**src/mpc_pkg.sv**
```systemverilog
package mpc_pkg;

	// ----------------------------------------------------------------
	// SMBus slave constants
	// ----------------------------------------------------------------
	localparam logic [6:0] SMB_ADDR = 7'h2E;
	localparam logic [3:0] ACK_SLOT = 4'h8;
	localparam logic [3:0] CNT_ZERO = 4'h0;

	// One-hot SMBus slave states
	typedef enum logic [3:0] {
		SS_IDLE = 4'h1,
		SS_ADDR = 4'h2,
		SS_WDAT = 4'h4,
		SS_RDAT = 4'h8
	} mpc_smb_state_t;

	// ----------------------------------------------------------------
	// Register map reached through the SMBus pointer
	// ----------------------------------------------------------------
	localparam logic [7:0] OFS_CFG = 8'h40;
	localparam logic [7:0] OFS_STATUS = 8'h41;
	localparam logic [7:0] OFS_REMOTE = 8'h4A;
	localparam logic [7:0] CFG_RST = 8'h00;
	localparam logic [7:0] STATUS_RST = 8'h00;
	localparam logic [7:0] BYTE_ZERO = 8'h00;
	localparam logic [7:0] FAN_FULL = 8'hFF;
	localparam logic [7:0] FAN_STOP = 8'h00;

	// Field positions
	localparam int CFG_INT_EN = 1;
	localparam int CFG_GEN_POL = 2;
	localparam int CFG_FAN_OFF = 3;
	localparam int ST_TRIP = 0;
	localparam int ST_GEN_IN = 4;
	localparam int ST_ALERT = 5;
	localparam int RF_RESET = 0;
	localparam int RF_PDOWN = 1;

	// ----------------------------------------------------------------
	// Pin synchroniser lanes and their idle levels
	// ----------------------------------------------------------------
	localparam int PIN_N = 6;
	localparam int P_SCL = 0;
	localparam int P_SDA = 1;
	localparam int P_AUX = 2;
	localparam int P_PWR = 3;
	localparam int P_GEN = 4;
	localparam int P_TST = 5;
	localparam logic [5:0] PIN_RST = 6'h0F;

	// ----------------------------------------------------------------
	// Timing
	// ----------------------------------------------------------------
	localparam int CLK_PERIOD_NS = 100;
	localparam int RRST_PULSE_NS = 10000;
	localparam logic [7:0] RRST_CYC =
		8'((RRST_PULSE_NS + CLK_PERIOD_NS - 1) / CLK_PERIOD_NS);
	localparam logic [7:0] CNT8_ONE = 8'h01;

endpackage : mpc_pkg

```
**src/mpc_smb_slave.sv**
```systemverilog
`timescale 1ns/1ps
module mpc_smb_slave (
	input wire logic sys_clk,
	input wire logic rst_any,
	input wire logic scl,
	input wire logic sda,
	input wire logic [7:0] rd_data,
	output logic sda_oe,
	output logic [7:0] ptr,
	output logic [7:0] wr_data,
	output logic wr_stb
);

	// ----------------------------------------------------------------
	// Bus condition detection
	// ----------------------------------------------------------------
	logic scl_q;
	logic sda_q;
	logic start_c;
	logic stop_c;
	logic rise_c;
	logic fall_c;
	mpc_pkg::mpc_smb_state_t state_reg;
	logic [3:0] cnt_reg;
	logic [7:0] sh_reg;
	logic [7:0] tx_reg;
	logic first_reg;

	// Previous line levels
	always_ff @(posedge sys_clk) begin
		if (rst_any) begin
			scl_q <= 1'b1;
			sda_q <= 1'b1;
		end else begin
			scl_q <= scl;
			sda_q <= sda;
		end
	end

	// Start, stop and clock edges
	assign start_c = scl & scl_q & sda_q & ~sda;
	assign stop_c = scl & scl_q & ~sda_q & sda;
	assign rise_c = scl & ~scl_q;
	assign fall_c = ~scl & scl_q;

	// ----------------------------------------------------------------
	// Byte engine
	// ----------------------------------------------------------------
	// address match, pointer then data
	always_ff @(posedge sys_clk) begin
		if (rst_any) begin
			state_reg <= mpc_pkg::SS_IDLE;
			cnt_reg <= mpc_pkg::CNT_ZERO;
			sh_reg <= mpc_pkg::BYTE_ZERO;
			tx_reg <= mpc_pkg::BYTE_ZERO;
			first_reg <= 1'b0;
			sda_oe <= 1'b0;
			ptr <= mpc_pkg::BYTE_ZERO;
			wr_data <= mpc_pkg::BYTE_ZERO;
			wr_stb <= 1'b0;
		end else begin
			wr_stb <= 1'b0;
			if (start_c) begin
				state_reg <= mpc_pkg::SS_ADDR;
				cnt_reg <= mpc_pkg::CNT_ZERO;
				sda_oe <= 1'b0;
			end else if (stop_c) begin
				state_reg <= mpc_pkg::SS_IDLE;
				sda_oe <= 1'b0;
			end else if (state_reg != mpc_pkg::SS_IDLE) begin
				if (rise_c) begin
					if (cnt_reg == mpc_pkg::ACK_SLOT) begin
						cnt_reg <= mpc_pkg::CNT_ZERO;
						if (state_reg == mpc_pkg::SS_RDAT && sda) begin
							state_reg <= mpc_pkg::SS_IDLE;
						end
					end else begin
						cnt_reg <= cnt_reg + 4'h1;
						sh_reg <= {sh_reg[6:0], sda};
					end
				end else if (fall_c) begin
					if (cnt_reg == mpc_pkg::ACK_SLOT) begin
						case (state_reg)
							mpc_pkg::SS_ADDR: begin
								if (sh_reg[7:1] == mpc_pkg::SMB_ADDR) begin
									sda_oe <= 1'b1;
									first_reg <= 1'b1;
									state_reg <= sh_reg[0] ? mpc_pkg::SS_RDAT : mpc_pkg::SS_WDAT;
								end else begin
									state_reg <= mpc_pkg::SS_IDLE;
								end
							end
							mpc_pkg::SS_WDAT: begin
								sda_oe <= 1'b1;
								first_reg <= 1'b0;
								if (first_reg) begin
									ptr <= sh_reg;
								end else begin
									wr_data <= sh_reg;
									wr_stb <= 1'b1;
								end
							end
							default: begin
								sda_oe <= 1'b0;
							end
						endcase
					end else if (state_reg == mpc_pkg::SS_RDAT) begin
						if (cnt_reg == mpc_pkg::CNT_ZERO) begin
							sda_oe <= ~rd_data[7];
							tx_reg <= {rd_data[6:0], 1'b0};
						end else begin
							sda_oe <= ~tx_reg[7];
							tx_reg <= {tx_reg[6:0], 1'b0};
						end
					end else begin
						sda_oe <= 1'b0;
					end
				end
			end
		end
	end

endmodule : mpc_smb_slave

```
**src/mpc_top.sv**
```systemverilog
`timescale 1ns/1ps
// Operation
// - Fan off request drives pin low
// - Active input by polarity sets status bit4
// - Aux reset low resets all logic except the pin synchronisers
// - Power lost stops fan, clears power-down
// - Reset message pulses remote reset low
// - Test pin high selects NAND tree
// - Over-temp asserts alert, fan full speed
// - Test mode routes NAND result out
// - Secondary alert follows over-temp event, also in test mode
// - Power-down message latches output high
// - Interrupt output enabled by config bit1
// - Enabled interrupt asserts on trip violation
// - Slave responds at address 0101110
// - First write byte loads pointer
module mpc_top (
	input wire logic sys_clk,
	input wire logic rst_n,
	input wire logic aux_reset_n,
	input wire logic power_lost_n,
	input wire logic general_input_pin,
	input wire logic scl_in,
	input wire logic sda_in,
	output logic sda_out,
	output logic sda_oe,
	input wire logic nand_test_select,
	input wire logic [7:0] fan_speed_code,
	output logic [7:0] fan_speed_out,
	output logic fan_speed_oe,
	input wire logic over_temp_event,
	input wire logic trip_violation,
	output logic over_temp_alert_primary_n_out,
	output logic over_temp_alert_primary_n_oe,
	output logic over_temp_alert_secondary_n_out,
	output logic over_temp_alert_secondary_n_oe,
	output logic fan_off_out,
	output logic fan_off_oe,
	output logic remote_reset_out,
	output logic remote_reset_oe,
	output logic remote_off_out,
	output logic int_out,
	output logic int_oe
);

	// ----------------------------------------------------------------
	// Pin synchronisers
	// ----------------------------------------------------------------
	logic [5:0] pin_s1_reg;
	logic [5:0] pin_s2_reg;
	logic [5:0] pin_s3_reg;
	logic [5:0] pin_reg;
	logic rst_any;
	logic gen_in_active;
	logic test_mode;
	logic nand_result;
	logic [7:0] cfg_reg;
	logic [7:0] status_reg;
	logic [7:0] status_next;
	logic remote_off_reg;
	logic [7:0] rrst_cnt_reg;
	logic [7:0] ptr;
	logic [7:0] wr_data;
	logic wr_stb;
	logic [7:0] rd_data;
	logic rrst_req;
	logic pdown_req;
	logic alert_reg;

	// NAND chain across the synchronised pin levels
	function automatic logic mpc_nand_chain(input logic [5:0] v);
		logic r;
		r = v[0];
		for (int i = 1; i < mpc_pkg::PIN_N; i++) begin
			r = ~(r & v[i]);
		end
		return r;
	endfunction : mpc_nand_chain

	// Three-stage sampling of every pin
	always_ff @(posedge sys_clk) begin
		if (!rst_n) begin
			pin_s1_reg <= mpc_pkg::PIN_RST;
			pin_s2_reg <= mpc_pkg::PIN_RST;
			pin_s3_reg <= mpc_pkg::PIN_RST;
		end else begin
			pin_s1_reg <= {nand_test_select, general_input_pin, power_lost_n,
				aux_reset_n, sda_in, scl_in};
			pin_s2_reg <= pin_s1_reg;
			pin_s3_reg <= pin_s2_reg;
		end
	end

	// Level accepted once second and third stages agree
	always_ff @(posedge sys_clk) begin
		if (!rst_n) begin
			pin_reg <= mpc_pkg::PIN_RST;
		end else begin
			for (int i = 0; i < mpc_pkg::PIN_N; i++) begin
				if (pin_s2_reg[i] == pin_s3_reg[i]) begin
					pin_reg[i] <= pin_s3_reg[i];
				end
			end
		end
	end

	assign rst_any = !rst_n || !pin_reg[mpc_pkg::P_AUX];
	assign test_mode = pin_reg[mpc_pkg::P_TST];
	assign gen_in_active = ~(pin_reg[mpc_pkg::P_GEN] ^ cfg_reg[mpc_pkg::CFG_GEN_POL]);
	assign nand_result = mpc_nand_chain(pin_reg);

	// ----------------------------------------------------------------
	// SMBus slave and register access
	// ----------------------------------------------------------------
	mpc_smb_slave u_slave (
		.sys_clk(sys_clk),
		.rst_any(rst_any),
		.scl(pin_reg[mpc_pkg::P_SCL]),
		.sda(pin_reg[mpc_pkg::P_SDA]),
		.rd_data(rd_data),
		.sda_oe(sda_oe),
		.ptr(ptr),
		.wr_data(wr_data),
		.wr_stb(wr_stb)
	);
	assign sda_out = 1'b0;

	// Read mux on the pointer
	always_comb begin
		if (ptr == mpc_pkg::OFS_CFG) begin
			rd_data = cfg_reg;
		end else if (ptr == mpc_pkg::OFS_STATUS) begin
			rd_data = status_reg;
		end else if (ptr == mpc_pkg::OFS_REMOTE) begin
			rd_data = {6'h00, remote_off_reg, |rrst_cnt_reg};
		end else begin
			rd_data = mpc_pkg::BYTE_ZERO;
		end
	end

	assign rrst_req = wr_stb && ptr == mpc_pkg::OFS_REMOTE && wr_data[mpc_pkg::RF_RESET];
	assign pdown_req = wr_stb && ptr == mpc_pkg::OFS_REMOTE && wr_data[mpc_pkg::RF_PDOWN];

	// Configuration register
	// enable resets disabled
	always_ff @(posedge sys_clk) begin
		if (rst_any) begin
			cfg_reg <= mpc_pkg::CFG_RST;
		end else if (wr_stb && ptr == mpc_pkg::OFS_CFG) begin
			cfg_reg <= wr_data;
		end
	end

	// ----------------------------------------------------------------
	// Interrupt status
	// ----------------------------------------------------------------
	// Write one to clear, new events win
	always_comb begin
		status_next = status_reg;
		if (wr_stb && ptr == mpc_pkg::OFS_STATUS) begin
			status_next = status_reg & ~wr_data;
		end
		if (gen_in_active) begin
			status_next[mpc_pkg::ST_GEN_IN] = 1'b1;
		end
		if (trip_violation) begin
			status_next[mpc_pkg::ST_TRIP] = 1'b1;
		end
		if (over_temp_event) begin
			status_next[mpc_pkg::ST_ALERT] = 1'b1;
		end
	end

	// Status storage
	always_ff @(posedge sys_clk) begin
		if (rst_any) begin
			status_reg <= mpc_pkg::STATUS_RST;
		end else begin
			status_reg <= status_next;
		end
	end

	// ----------------------------------------------------------------
	// Remote functions
	// ----------------------------------------------------------------
	// fixed-length reset pulse
	always_ff @(posedge sys_clk) begin
		if (rst_any) begin
			rrst_cnt_reg <= mpc_pkg::BYTE_ZERO;
		end else if (rrst_req) begin
			rrst_cnt_reg <= mpc_pkg::RRST_CYC;
		end else if (rrst_cnt_reg != mpc_pkg::BYTE_ZERO) begin
			rrst_cnt_reg <= rrst_cnt_reg - mpc_pkg::CNT8_ONE;
		end
	end

	always_ff @(posedge sys_clk) begin
		if (rst_any) begin
			remote_off_reg <= 1'b0;
		end else if (!pin_reg[mpc_pkg::P_PWR]) begin
			remote_off_reg <= 1'b0;
		end else if (pdown_req) begin
			remote_off_reg <= 1'b1;
		end
	end

	// ----------------------------------------------------------------
	// Pin drivers
	// ----------------------------------------------------------------
	// alert and fan speed, fan stop
	always_ff @(posedge sys_clk) begin
		if (rst_any) begin
			alert_reg <= 1'b0;
			fan_speed_out <= mpc_pkg::FAN_STOP;
		end else begin
			alert_reg <= over_temp_event;
			if (!pin_reg[mpc_pkg::P_PWR]) begin
				fan_speed_out <= mpc_pkg::FAN_STOP;
			end else if (over_temp_event) begin
				fan_speed_out <= mpc_pkg::FAN_FULL;
			end else begin
				fan_speed_out <= fan_speed_code;
			end
		end
	end

	// Open-drain and output drivers
	always_ff @(posedge sys_clk) begin
		if (rst_any) begin
			fan_off_oe <= 1'b0;
			remote_reset_oe <= 1'b0;
			over_temp_alert_primary_n_oe <= 1'b0;
			over_temp_alert_secondary_n_oe <= 1'b0;
			int_oe <= 1'b0;
			fan_speed_oe <= 1'b0;
		end else begin
			fan_off_oe <= cfg_reg[mpc_pkg::CFG_FAN_OFF];
			remote_reset_oe <= rrst_cnt_reg != mpc_pkg::BYTE_ZERO;
			over_temp_alert_primary_n_oe <= test_mode ? ~nand_result : over_temp_event;
			over_temp_alert_secondary_n_oe <= over_temp_event;
			int_oe <= cfg_reg[mpc_pkg::CFG_INT_EN] && (trip_violation || |status_next);
			// fan pin output only outside test
			fan_speed_oe <= !test_mode;
		end
	end

	// Open-drain data levels are always low; remote off follows its register
	assign fan_off_out = 1'b0;
	assign remote_reset_out = 1'b0;
	assign over_temp_alert_primary_n_out = 1'b0;
	assign over_temp_alert_secondary_n_out = 1'b0;
	assign int_out = 1'b0;
	assign remote_off_out = remote_off_reg;
endmodule : mpc_top

```
**config.mk**
```make
export PLATFORM = sky130hd
export DESIGN_NAME = mpc_top
export DESIGN_NICKNAME = d
export VERILOG_FILES = /design/src/mpc_pkg.sv /design/src/mpc_smb_slave.sv /design/src/mpc_top.sv
export SDC_FILE = /design/constraint.sdc
export NUM_CORES = 1
export LEC_CHECK = 0
export BUFFER_PORTS_ARGS = -buffer_cell sky130_fd_sc_hd__clkbuf_2
export CAP_MARGIN = 20
export CELL_PAD_IN_SITES_DETAIL_PLACEMENT = 1
export CELL_PAD_IN_SITES_GLOBAL_PLACEMENT = 2
export CORE_ASPECT_RATIO = 1.75
export CORE_UTILIZATION = 36
export CTS_BUF_LIST = sky130_fd_sc_hd__clkbuf_8 sky130_fd_sc_hd__clkbuf_16
export DETAILED_ROUTE_END_ITERATION = 10
export PLACE_DENSITY = 0.89
export SYNTH_ARGS = -nofsm -noshare
export SYNTH_HDL_FRONTEND = slang
export SYNTH_SLANG_ARGS = --single-unit
```
**constraint.sdc**
```tcl
create_clock -name sys_clk -period 2.55 [get_ports sys_clk]
set_clock_uncertainty 0.15 [all_clocks]
set_input_delay 0 -clock sys_clk [delete_from_list [all_inputs] [get_ports sys_clk]]
set_output_delay 0 -clock sys_clk [all_outputs]
set_load 0.01 [all_outputs]
```
[Word-level counts from Yosys, hierarchy flattened]
Index checks and enable logic that the tools add are counted.
Operators by class
  add/sub/neg operators: 2
  equal/unequal tests: 23
  multiplexer cells: 31
  bitwise operators: 34
  reductions and logical operators: 37
Operators by type and width (count)
  $mux 8: 5
  $mux 4: 9
  $eq 8x7->1 const B: 3
  $reduce_and 8->1: 3
  $reduce_or 8->1: 3
  $not 1->1: 19
  $mux 7: 2
  $and 1x1->1: 12
  $ne 4x2->1 const B: 3
  $reduce_and 6->1: 2
  $mux 1: 9
  $and 8x8->8: 1
  $eq 4x4->1 const B: 2
  $mux 2: 4
  $not 8->8: 1
  $reduce_bool 2->1: 4
  $reduce_bool 4->1: 2
  $reduce_bool 8->1: 1
  $sub 8x1->8 const B: 1
  $eq 7x6->1 const B: 1
  $logic_and 1x1->1: 7
  $reduce_and 7->1: 1
  $eq 1x1->1: 6
  $ne 2x2->1 const B: 3
  other kinds (17): 23
Storage, ports and cells
  register bits: 108
  input port bits: 18
  output and inout port bits: 22
  logic and storage cells: 160

[Logic depth before layout (Yosys ltp)]
Gate-level depths: netlist of the first run.
  depth in word-level cells: 10
  gate-level depth with buffers: 8
  depth with buffers taken out: 7

[By module]
A second synthesis of the first run with hierarchy kept.
Unflattened totals
  cells, all modules: 492
  area total of the unflattened synthesis: 4580.6 um^2
Modules (own cells, without submodules)
  mpc_top: instances 1, cells an instance 260, area an instance 2386.0 um^2, seq. area each 1261.2 um^2
  mpc_smb_slave: instances 1, cells an instance 232, area an instance 2194.6 um^2, seq. area each 880.8 um^2

[Least setup slack after synthesis of the first run]
OpenSTA, ideal clock, no wires.
  path type: reg-to-reg
  start point: register u_slave.ptr[2]
  end point: register int_oe
  setup time: 0.134 ns
  arrival time: 1.868 ns
  data required time: 2.266 ns
  path slack: 0.398 ns
  cell stages (with the launch flop): 7
  path buffers: 1
  period minus slack after synthesis: 2.152 ns
  cells stage by stage: dfxtp_1 -> or4b_1 -> buf_2 -> nor4_4 -> nand2_1 -> a2111oi_2 -> a31oi_1
On the way
  cells in the longest elaborated chain, start to end: 7
  elaborated cells on any way between the ends: 9
  classes of those cells: eq/ne: 1; mux: 4; reduce/logical: 4
Ends and longest elaborated chain
  start: declaration: line mpc_smb_slave.sv:9  | output logic [7:0] ptr,
  start signal: assignment: line mpc_smb_slave.sv:58  | ptr <= mpc_pkg::BYTE_ZERO;
  start signal: assignment: line mpc_smb_slave.sv:97  | ptr <= sh_reg;
  $eq 8x7->1 (*): line mpc_top.sv:160  | if (wr_stb && ptr == mpc_pkg::OFS_STATUS) begin
  $logic_and 1x1->1 (*): line mpc_top.sv:160
  $mux 8 (*): line mpc_top.sv:160
  $mux 1, on equally long branches: line mpc_top.sv:166, mpc_top.sv:163, mpc_top.sv:169
  $reduce_or 8->1 (*): line mpc_top.sv:241  | int_oe <= cfg_reg[mpc_pkg::CFG_INT_EN] && (trip_violation || |status_next);
  $logic_or 1x1->1 (*): line mpc_top.sv:241
  $logic_and 1x1->1 (*): line mpc_top.sv:241
  end signal: assignment: line mpc_top.sv:241
  end: declaration: line mpc_top.sv:43  | output logic int_oe
Mark *: on every way between the ends. The rest lies on a longest branch, timed or not.
A chain may end at the register's enable or synchronous reset.

[Final worst setup path of the first run]
  start point: register u_slave.cnt_reg[0]
  end point: register u_slave.tx_reg[1]
On the way
  cells in the longest elaborated chain, start to end: 3
  elaborated cells on any way between the ends: 5
  classes of those cells: eq/ne: 1; mux: 1; bitwise: 1; reduce/logical: 2
Ends and longest elaborated chain
  start: declaration: line mpc_smb_slave.sv:24  | logic [3:0] cnt_reg;
  start signal: assignment: line mpc_smb_slave.sv:53  | cnt_reg <= mpc_pkg::CNT_ZERO;
  start signal: assignment: line mpc_smb_slave.sv:65  | cnt_reg <= mpc_pkg::CNT_ZERO;
  start signal: assignment: line mpc_smb_slave.sv:73  | cnt_reg <= mpc_pkg::CNT_ZERO;
  $eq 4x4->1: line mpc_smb_slave.sv:82  | if (cnt_reg == mpc_pkg::ACK_SLOT) begin
  $not 1->1 (no line)
  $reduce_and 7->1 (no line)
  end signal: assignment: line mpc_smb_slave.sv:55  | tx_reg <= mpc_pkg::BYTE_ZERO;
  end signal: assignment: line mpc_smb_slave.sv:110  | tx_reg <= {rd_data[6:0], 1'b0};
  end signal: assignment: line mpc_smb_slave.sv:113  | tx_reg <= {tx_reg[6:0], 1'b0};
  end: declaration: line mpc_smb_slave.sv:26  | logic [7:0] tx_reg;
Several ways; a longest one is shown, not always the timed one.

==> results.md, run 1 <==
- The run finished, with violations left.
- The final reports fail on design-rule violations.
- Counting flops and latches in the post-synthesis netlist gives 107.
- For the worst-skew pair, the clock arrives at the later sink with an insertion delay of between 300 and 400 ps.
- In this run the mean area of a mapped cell was between 8 and 9 sq um.
- Of the cells placed in the final design, the portion with a size suffix greater than 1 is 0.1405.
- The share of synthesized area in the top cell type comes to 0.5031.
- After clock tree synthesis, the clock-pin slew on the worst setup and hold paths is approximately 80 ps.
- Dividing total power by cell area gives a power density of 622.6 nW/um^2.
- For the pin with the worst max-slew slack, the measured transition is approximately 660 ps.
- Dividing the detail-routed via count by the number of cells gives around 5.3.
- The number of antenna violations at the first check in global routing is 0.
- Setup slack on the critical path of the routed design comes to ~200 ps.
- The sum of routed wire length over all layers is between 10000 and 15000 microns.
- The most common cell in the synthesized netlist is dfxtp_1.
- The fill cell total of the finished layout is roughly 1300.
- The path depth of the worst reg2reg path is 7.
- For this run, the register share of the synthesized area comes to 0.5031.
- The worst setup path is of the reg2reg kind.
- The worst setup path is captured at a register.
- The number of warning messages in the yosys log is 0.
- The max-slew violation total from the final report is 0.
- For this run, the post-layout net count is approximately 580.
- The number of clock sinks seen by CTS is around 110.
- The worst hold path belongs to the class reg2reg.
- After technology mapping, the gate count stands at approximately 480.
- The total area of multi-input combinational cells is between 1500 and 2000 sq um.
- CTS built an H-tree with a depth of 3.
- The minimum clock period is between 2000 and 2500 ps.
- The fraction of the cycle the final worst path needs is 0.9228.
- The number of buffers added on ports is 33.
- The count of cell types in the netlist is 53.
- The number of global-route vias before repair is a little under 4000.
- CTS placed an instance of clkbuf_16 at the clock tree root.
- In this run the tightest slew margin relative to its limit is 0.5548.
- The number of antenna cells inserted is 0.
- The number of failing hold endpoints at the final stage came to 0.
- In this run, the number of DRC markers left after iteration 0 of detailed routing was roughly 150.
- The count of nets left with antenna violations once routing finished came out at 0.
- Setup repair after global routing left no endpoint under its margin.
- The count of standard-cell rows is 52.
- The hold slack is approximately 270 ps.
- In the final routed layout, each cell accounts on average for roughly 17 microns.
- The die is 145.9 microns tall.
- Entering global routing, the biggest net connects 28 pins.
- The area taken by flip-flops and latches is ~2100 sq um.
- Along the worst path, the maximum fanout reaches 14.
- For the final routed database, the setup TNS stands at 0 ps.
- The cell leakage power is 2.141 nW.
- For this run, design rule violations remaining after detail routing come to 2.
- Summed over all layers, the global routing overflow is 0.
- The sum of net half-perimeters after detailed placement is between 8000 and 9000 microns.
- The biggest area consumer among synthesized cells is dfxtp_1.
- Summing over every cut layer, the via total after detailed routing is 3632.
- In this run, CTS created clock tree buffers numbering 9.
- The total I/O pin count is 40.
- The total iterations of the first detailed-routing run is 7.
- The effective utilization at floorplan is 0.3697.
- The final estimated routing congestion in global placement is 0.8032.
- Yosys mapped a number of flops with a built-in enable equal to 0.
- The maximum number of buffers from clock root to sink is 2.
- Data on the critical path arrives at its endpoint at between 2000 and 2500 ps.
- The total die area is 12280 sq um.
- The commonest register cell after synthesis is dfxtp_1.
- The upper clock frequency limit is 425.0 MHz.
- The tool flagged a number of max-cap violations equal to 0.
- The overall routing resource usage is 0.2064.
- Measured along the x axis, the die boundary spans between 80 and 90 microns.
- The required time of the critical path is 2690 ps.
- Setup violations remaining at the end of the flow were counted as 0.
- Ranked by instance count, the synthesized netlist is headed by dfxtp_1 (107), nor2_1 (56), nand2_1 (41), a21oi_1 (37), o21ai_0 (33).
- The worst ir drop on vdd is roughly 0.00042 V.
- Measured on the finished design, the core utilization comes to 0.4517.
- The async set-reset flop share out of synthesis is 0.
- Relative to the synthesized area, the layout overhead comes to 22.16%.
- The core box area is 11520 sq um.
- At the placement stage, the worst setup path has a slack of 207.2 ps.
- The first global-routing pass estimated between 15000 and 20000 microns of wire.
- By area the synthesized netlist is led by dfxtp_1 (50%), nor2_1 (4.9%), a21oi_1 (4.3%).
- The kind of start point of the critical path is a register.
- TritonCTS built the clock tree.
- The number of stages on the worst hold path is 1.
- In this run the cell area of the synthesized design comes to about 4300 sq um.
## through the flow
stage | power (mW) | area, sq um | std cells
finish | 3.238 | 5201 | 690
global route | 3.361 | 5201 | 690
CTS | 3.275 | 5201 | 690
detailed placement | 1.852 | 4591 | 643
global placement | 1.847 | 4591 | 643
floorplan | 1.809 | 4277 | 488
## worst max-delay path: stages, from the launching register on
cell	delay, ps
dfxtp_1	400
inv_1	70
ha_1	220
and3b_1	200
nor4bb_1	380
and3b_1	520
o2111ai_1	190
a21oi_1	160
## cells in the final DEF (no fill, tap or decap), types with 7 or more instances in the layout
cell type,count
a21oi_1,37
and2_1,9
buf_4,14
clkbuf_16,9
clkbuf_2,33
dfxtp_1,107
dlygate4sd3_1,31
ha_1,7
inv_1,17
mux2i_1,11
nand2_1,41
nand2b_1,18
nand3_1,31
nor2_1,56
nor3_1,13
o21ai_0,33
## cells by family (layout without fill, tap and decap cells)
| family | after synthesis | count (layout) | share of synthesized area |
|---|---|---|---|
| adder cells (fa/ha/maj) | 7 | 7 | 0.02057 |
| AO/OA/AOI/OAI | 102 | 102 | 0.1428 |
| buffers and inverters | 44 | 111 | 0.04437 |
| AND/OR/NAND/NOR | 201 | 201 | 0.2389 |
| other | 1 | 6 | 0.0008807 |
| flip-flops | 107 | 107 | 0.5031 |
| XOR/XNOR | 5 | 5 | 0.01029 |
| multiplexers | 16 | 16 | 0.03908 |
## worst paths after layout
path / slack, ps / endpoint / start
setup reg to reg: 200 / u_slave.tx_reg[1] / u_slave.cnt_reg[0]
setup / recovery: 200 / u_slave.tx_reg[1] / u_slave.cnt_reg[0]
hold / removal: 270 / pin_s2_reg[0] / pin_s1_reg[0]
hold reg to reg: 270 / pin_s2_reg[0] / pin_s1_reg[0]
## cell type report
cell class / instances / share of cell area
Clock inverter: 7 / 0.01443
Inverter: 17 / 0.01227
Multi-Input combinational cell: 337 / 0.3741
Clock buffer: 9 / 0.04330
Tap cell: 135 / 0.03248
Sequential cell: 107 / 0.4118
Timing Repair Buffer: 78 / 0.1116
## timing repair
item	4_1_cts	5_1_grt
buffers inserted	0	0
hold buffers	31	0
hold endpoints to repair	35	0
resized for setup	0	0
## power by group
group | internal (mW) | switching, mW
registers | 1.70 | 0.0123
clock network | 0.692 | 0.692
logic | 0.0700 | 0.0759
total | 2.46 | 0.780
## layer usage
metal	wire length, microns	part of all wire	GRT usage
met5	0	0	0
met4	571	0.048	0.1216
met3	200	0.017	0.03517
met2	6699	0.57	0.4057
met1	4377	0.37	0.1933
Note: power is estimated with default switching activity, not from simulation.
==> inputs of run 2 (changes only) <==
--- a/config.mk
+++ b/config.mk
@@ -10,10 +10,10 @@
 export CELL_PAD_IN_SITES_DETAIL_PLACEMENT = 1
 export CELL_PAD_IN_SITES_GLOBAL_PLACEMENT = 2
 export CORE_ASPECT_RATIO = 1.75
-export CORE_UTILIZATION = 36
+export CORE_UTILIZATION = 32
 export CTS_BUF_LIST = sky130_fd_sc_hd__clkbuf_8 sky130_fd_sc_hd__clkbuf_16
 export DETAILED_ROUTE_END_ITERATION = 10
-export PLACE_DENSITY = 0.89
+export PLACE_DENSITY = 0.85
 export SYNTH_ARGS = -nofsm -noshare
 export SYNTH_HDL_FRONTEND = slang
 export SYNTH_SLANG_ARGS = --single-unit
==> constraint.sdc (replaced) <==
create_clock -name sys_clk -period 1.9 [get_ports sys_clk]
set_clock_uncertainty 0.15 [all_clocks]
set_input_delay 0 -clock sys_clk [delete_from_list [all_inputs] [get_ports sys_clk]]
set_output_delay 0 -clock sys_clk [all_outputs]
set_load 0.01 [all_outputs]
==> results.md, run 2 (synthesis gave the netlist of run 1 again) <==
- The type of the setup path with the least slack is reg2reg.
- STA classifies the critical path endpoint as a register.
- The checks that failed: negative setup slack.
- The clock tree synthesis step divided the H-tree into 3 levels.
- The startpoint identified for the worst hold timing path is scl_in.
- For the worst setup path, the data required time is 2030 ps.
- The count of buffers added on input and output ports is 33.
- The maximum number of buffers from clock root to sink is 2.
- After floorplanning, the core was sized to cover ~13000 sq um.
- The clock transition time at the flip-flop clock pins of the worst setup and hold paths is ~80 ps.
- The number of violations reported at the end of detailed-routing iteration 0 is around 120.
- Power spread over the standard cell area amounts to about 740 nW/um^2.
- The cell at the root of the clock tree is clkbuf_16.
- The design area is between 5000 and 6000 sq um.
- The final setup slack of the worst path is -137.4 ps.
- The number of antenna cells inserted is 0.
- The number of global-route vias before repair is ~4200.
- In the final layout, the share of cells above drive strength 1 is 0.3041.
- Data arrives at the worst endpoint at between 2000 and 2500 ps.
- The number of failing hold endpoints at the final stage is 0.
- The via count of the routed design is about 3800.
- The path depth of the worst reg2reg path is 8.
- The reg-to-reg startpoint is u_slave.cnt_reg[0].
- The final estimated routing congestion in global placement is between 0.8 and 0.9.
- The end of the worst hold path is pin_s1_reg[0].
- The die is ~150 microns tall.
- The later pin in the worst-skew pair is clocked with a latency of approximately 350 ps.
- Setup violations remaining at the end of the flow were counted as 30.
- In the global route stage, overall resource usage came out at 0.2007.
- The worst register-to-register path ends at u_slave.tx_reg[1].
- VDD sags by at most roughly 0.00043 V.
- The net count of the finished layout is 612.
- Entering global routing, the biggest net connects 42 pins.
- The number of stages on the worst hold path is 3.
- Setup repair after global routing could not meet its margin everywhere.
- In the layout the commonest cells are dfxtp_1 (100), nor2_1 (56), buf_4 (48).
- The routed design could run at a clock period as short as ~2000 ps.
- The global-route wire length before repair is approximately 21000 microns.
- Max-cap violations in this run came to 0.
- Detailed placement finished with a half-perimeter wire length of slightly below 9000 microns.
- For this run, the detailed router's first-pass iteration total came to 4.
- The number of antenna violations at the first check in global routing came to 0.
- STA classifies the critical path startpoint as a register.
- The upper clock frequency limit is roughly 490 MHz.
- The library cell used most frequently in the layout, excluding fill and tap cells, is dfxtp_1.
- For this configuration, the core starts out at a cell density of 0.3291.
- The routed via count divided by cell count is 5.004.
- The fraction of the cycle the final worst path needs is 1.072.
- The area growth from synthesis to layout is 38.17%.
- Row generation in the floorplan step produced 55 rows.
- The max-slew violation total from the final report is 0.
- In the routed design, unresolved DRC markers number 0.
- The total congestion overflow after global routing is 0.
- The routed design has about 13000 microns of wire.
- The pre-CTS setup slack is -245.6 ps.
- The clock tree from TritonCTS is yes.
- Once detail routing completed, the nets flagged for antenna violations numbered 0.
- After detailed routing, the average wire length per cell comes to around 17 microns.
- The total die area is about 14000 sq um.
- The fill cell total of the finished layout is 1558.
- The type of the tightest min-delay check is in2reg.
- Across all register-to-register paths, the minimum setup slack is -140 ps.
- The number of CTS-inserted buffers is 9.
- The die width is about 89 microns.
- The placed instances occupy a cell area of 4886 sq um.
- The hold slack is about 220 ps.
- In this run the static leakage power is about 2.4 nW.
- The flow ran to the end, but the final reports show violations.
- The maximum fanout along the worst path is 7.
- The number of clock sinks seen by CTS is roughly 110.
- The total I/O pin count is 40.
## run 2: changes by cell type in the layout (fill, tap and decap cells not counted), sizes merged
cell / change
clkinvlp: +1
clkinv: -3
inv: +2
dlygate4sd3: -4
buf: +41
## run 2: worst max-delay path by stage
stage	startpoint	end	slack, ps	cells past startpoint
3_5_place_dp	u_slave.sh_reg[5]	u_slave.state_reg[0]	-250	5
2_1_floorplan	u_slave.ptr[2]	int_oe	-170	6
3_3_place_gp	u_slave.ptr[2]	int_oe	-120	5
4_1_cts	u_slave.ptr[5]	int_oe	-170	7
6_report	u_slave.cnt_reg[0]	u_slave.tx_reg[1]	-140	8
5_1_grt	u_slave.ptr[5]	int_oe	-220	7
## run 2: worst max-delay path, cell delays in order, from the launching register on
cell and delay [ps]:
dfxtp_2 340, inv_2 40, ha_4 150, and3b_2 250, nor4bb_4 320, and3b_2 300
buf_12 160, o2111ai_2 130, a21oi_2 140
## run 2: per-stage QoR
step	instances	TNS [ps]	power, mW	util
6_report	763	-1318	4.335	0.4547
5_1_grt	763	-3857	4.482	0.4547
4_1_cts	758	-711.7	4.344	0.4371
3_5_place_dp	706	-2802	2.490	0.3777
3_3_place_gp	706	-1315	2.483	0.3777
2_1_floorplan	488	-1452	2.428	-
## run 2: what timing repair did
| action | 4_1_cts | 5_1_grt |
|---|---|---|
| pin swaps | 15 | 10 |
| cloned | 1 | 2 |
| endpoints found under the hold margin | 27 | 0 |
| setup endpoints to repair | 46 | 58 |
| hold buffers | 27 | 0 |
| buffers inserted | 8 | 5 |
| gates resized for setup | 34 | 64 |
## run 2: report_power, final
group | leakage, nW | total, mW | internal, mW | switching (mW)
combinational | 1.36 | 0.203 | 0.0943 | 0.108
sequential | 0.871 | 2.29 | 2.27 | 0.0175
clock | 0.141 | 1.84 | 0.914 | 0.926
total | 2.37 | 4.33 | 3.28 | 1.05
## run 2: metal layers
layer | global-route usage | vias to the layer above | wire, microns
met2 | 0.3882 | 59 | 7748
met5 | 0 | - | 0
met1 | 0.1901 | 1857 | 4653
met4 | 0.1096 | 0 | 700
met3 | 0.03362 | 40 | 221
li1 | - | 1862 | -
## run 2: cell type report
type / instances / area (sq um) / area share
flip-flops and latches: 107 / 2153 / 0.3660
well taps: 171 / 214.0 / 0.03637
inverters: 17 / 63.81 / 0.01085
clock inverters: 7 / 62.56 / 0.01063
repair buffers: 115 / 892.1 / 0.1516
clock buffers: 9 / 225.2 / 0.03828
multi-input cells: 337 / 2272 / 0.3862
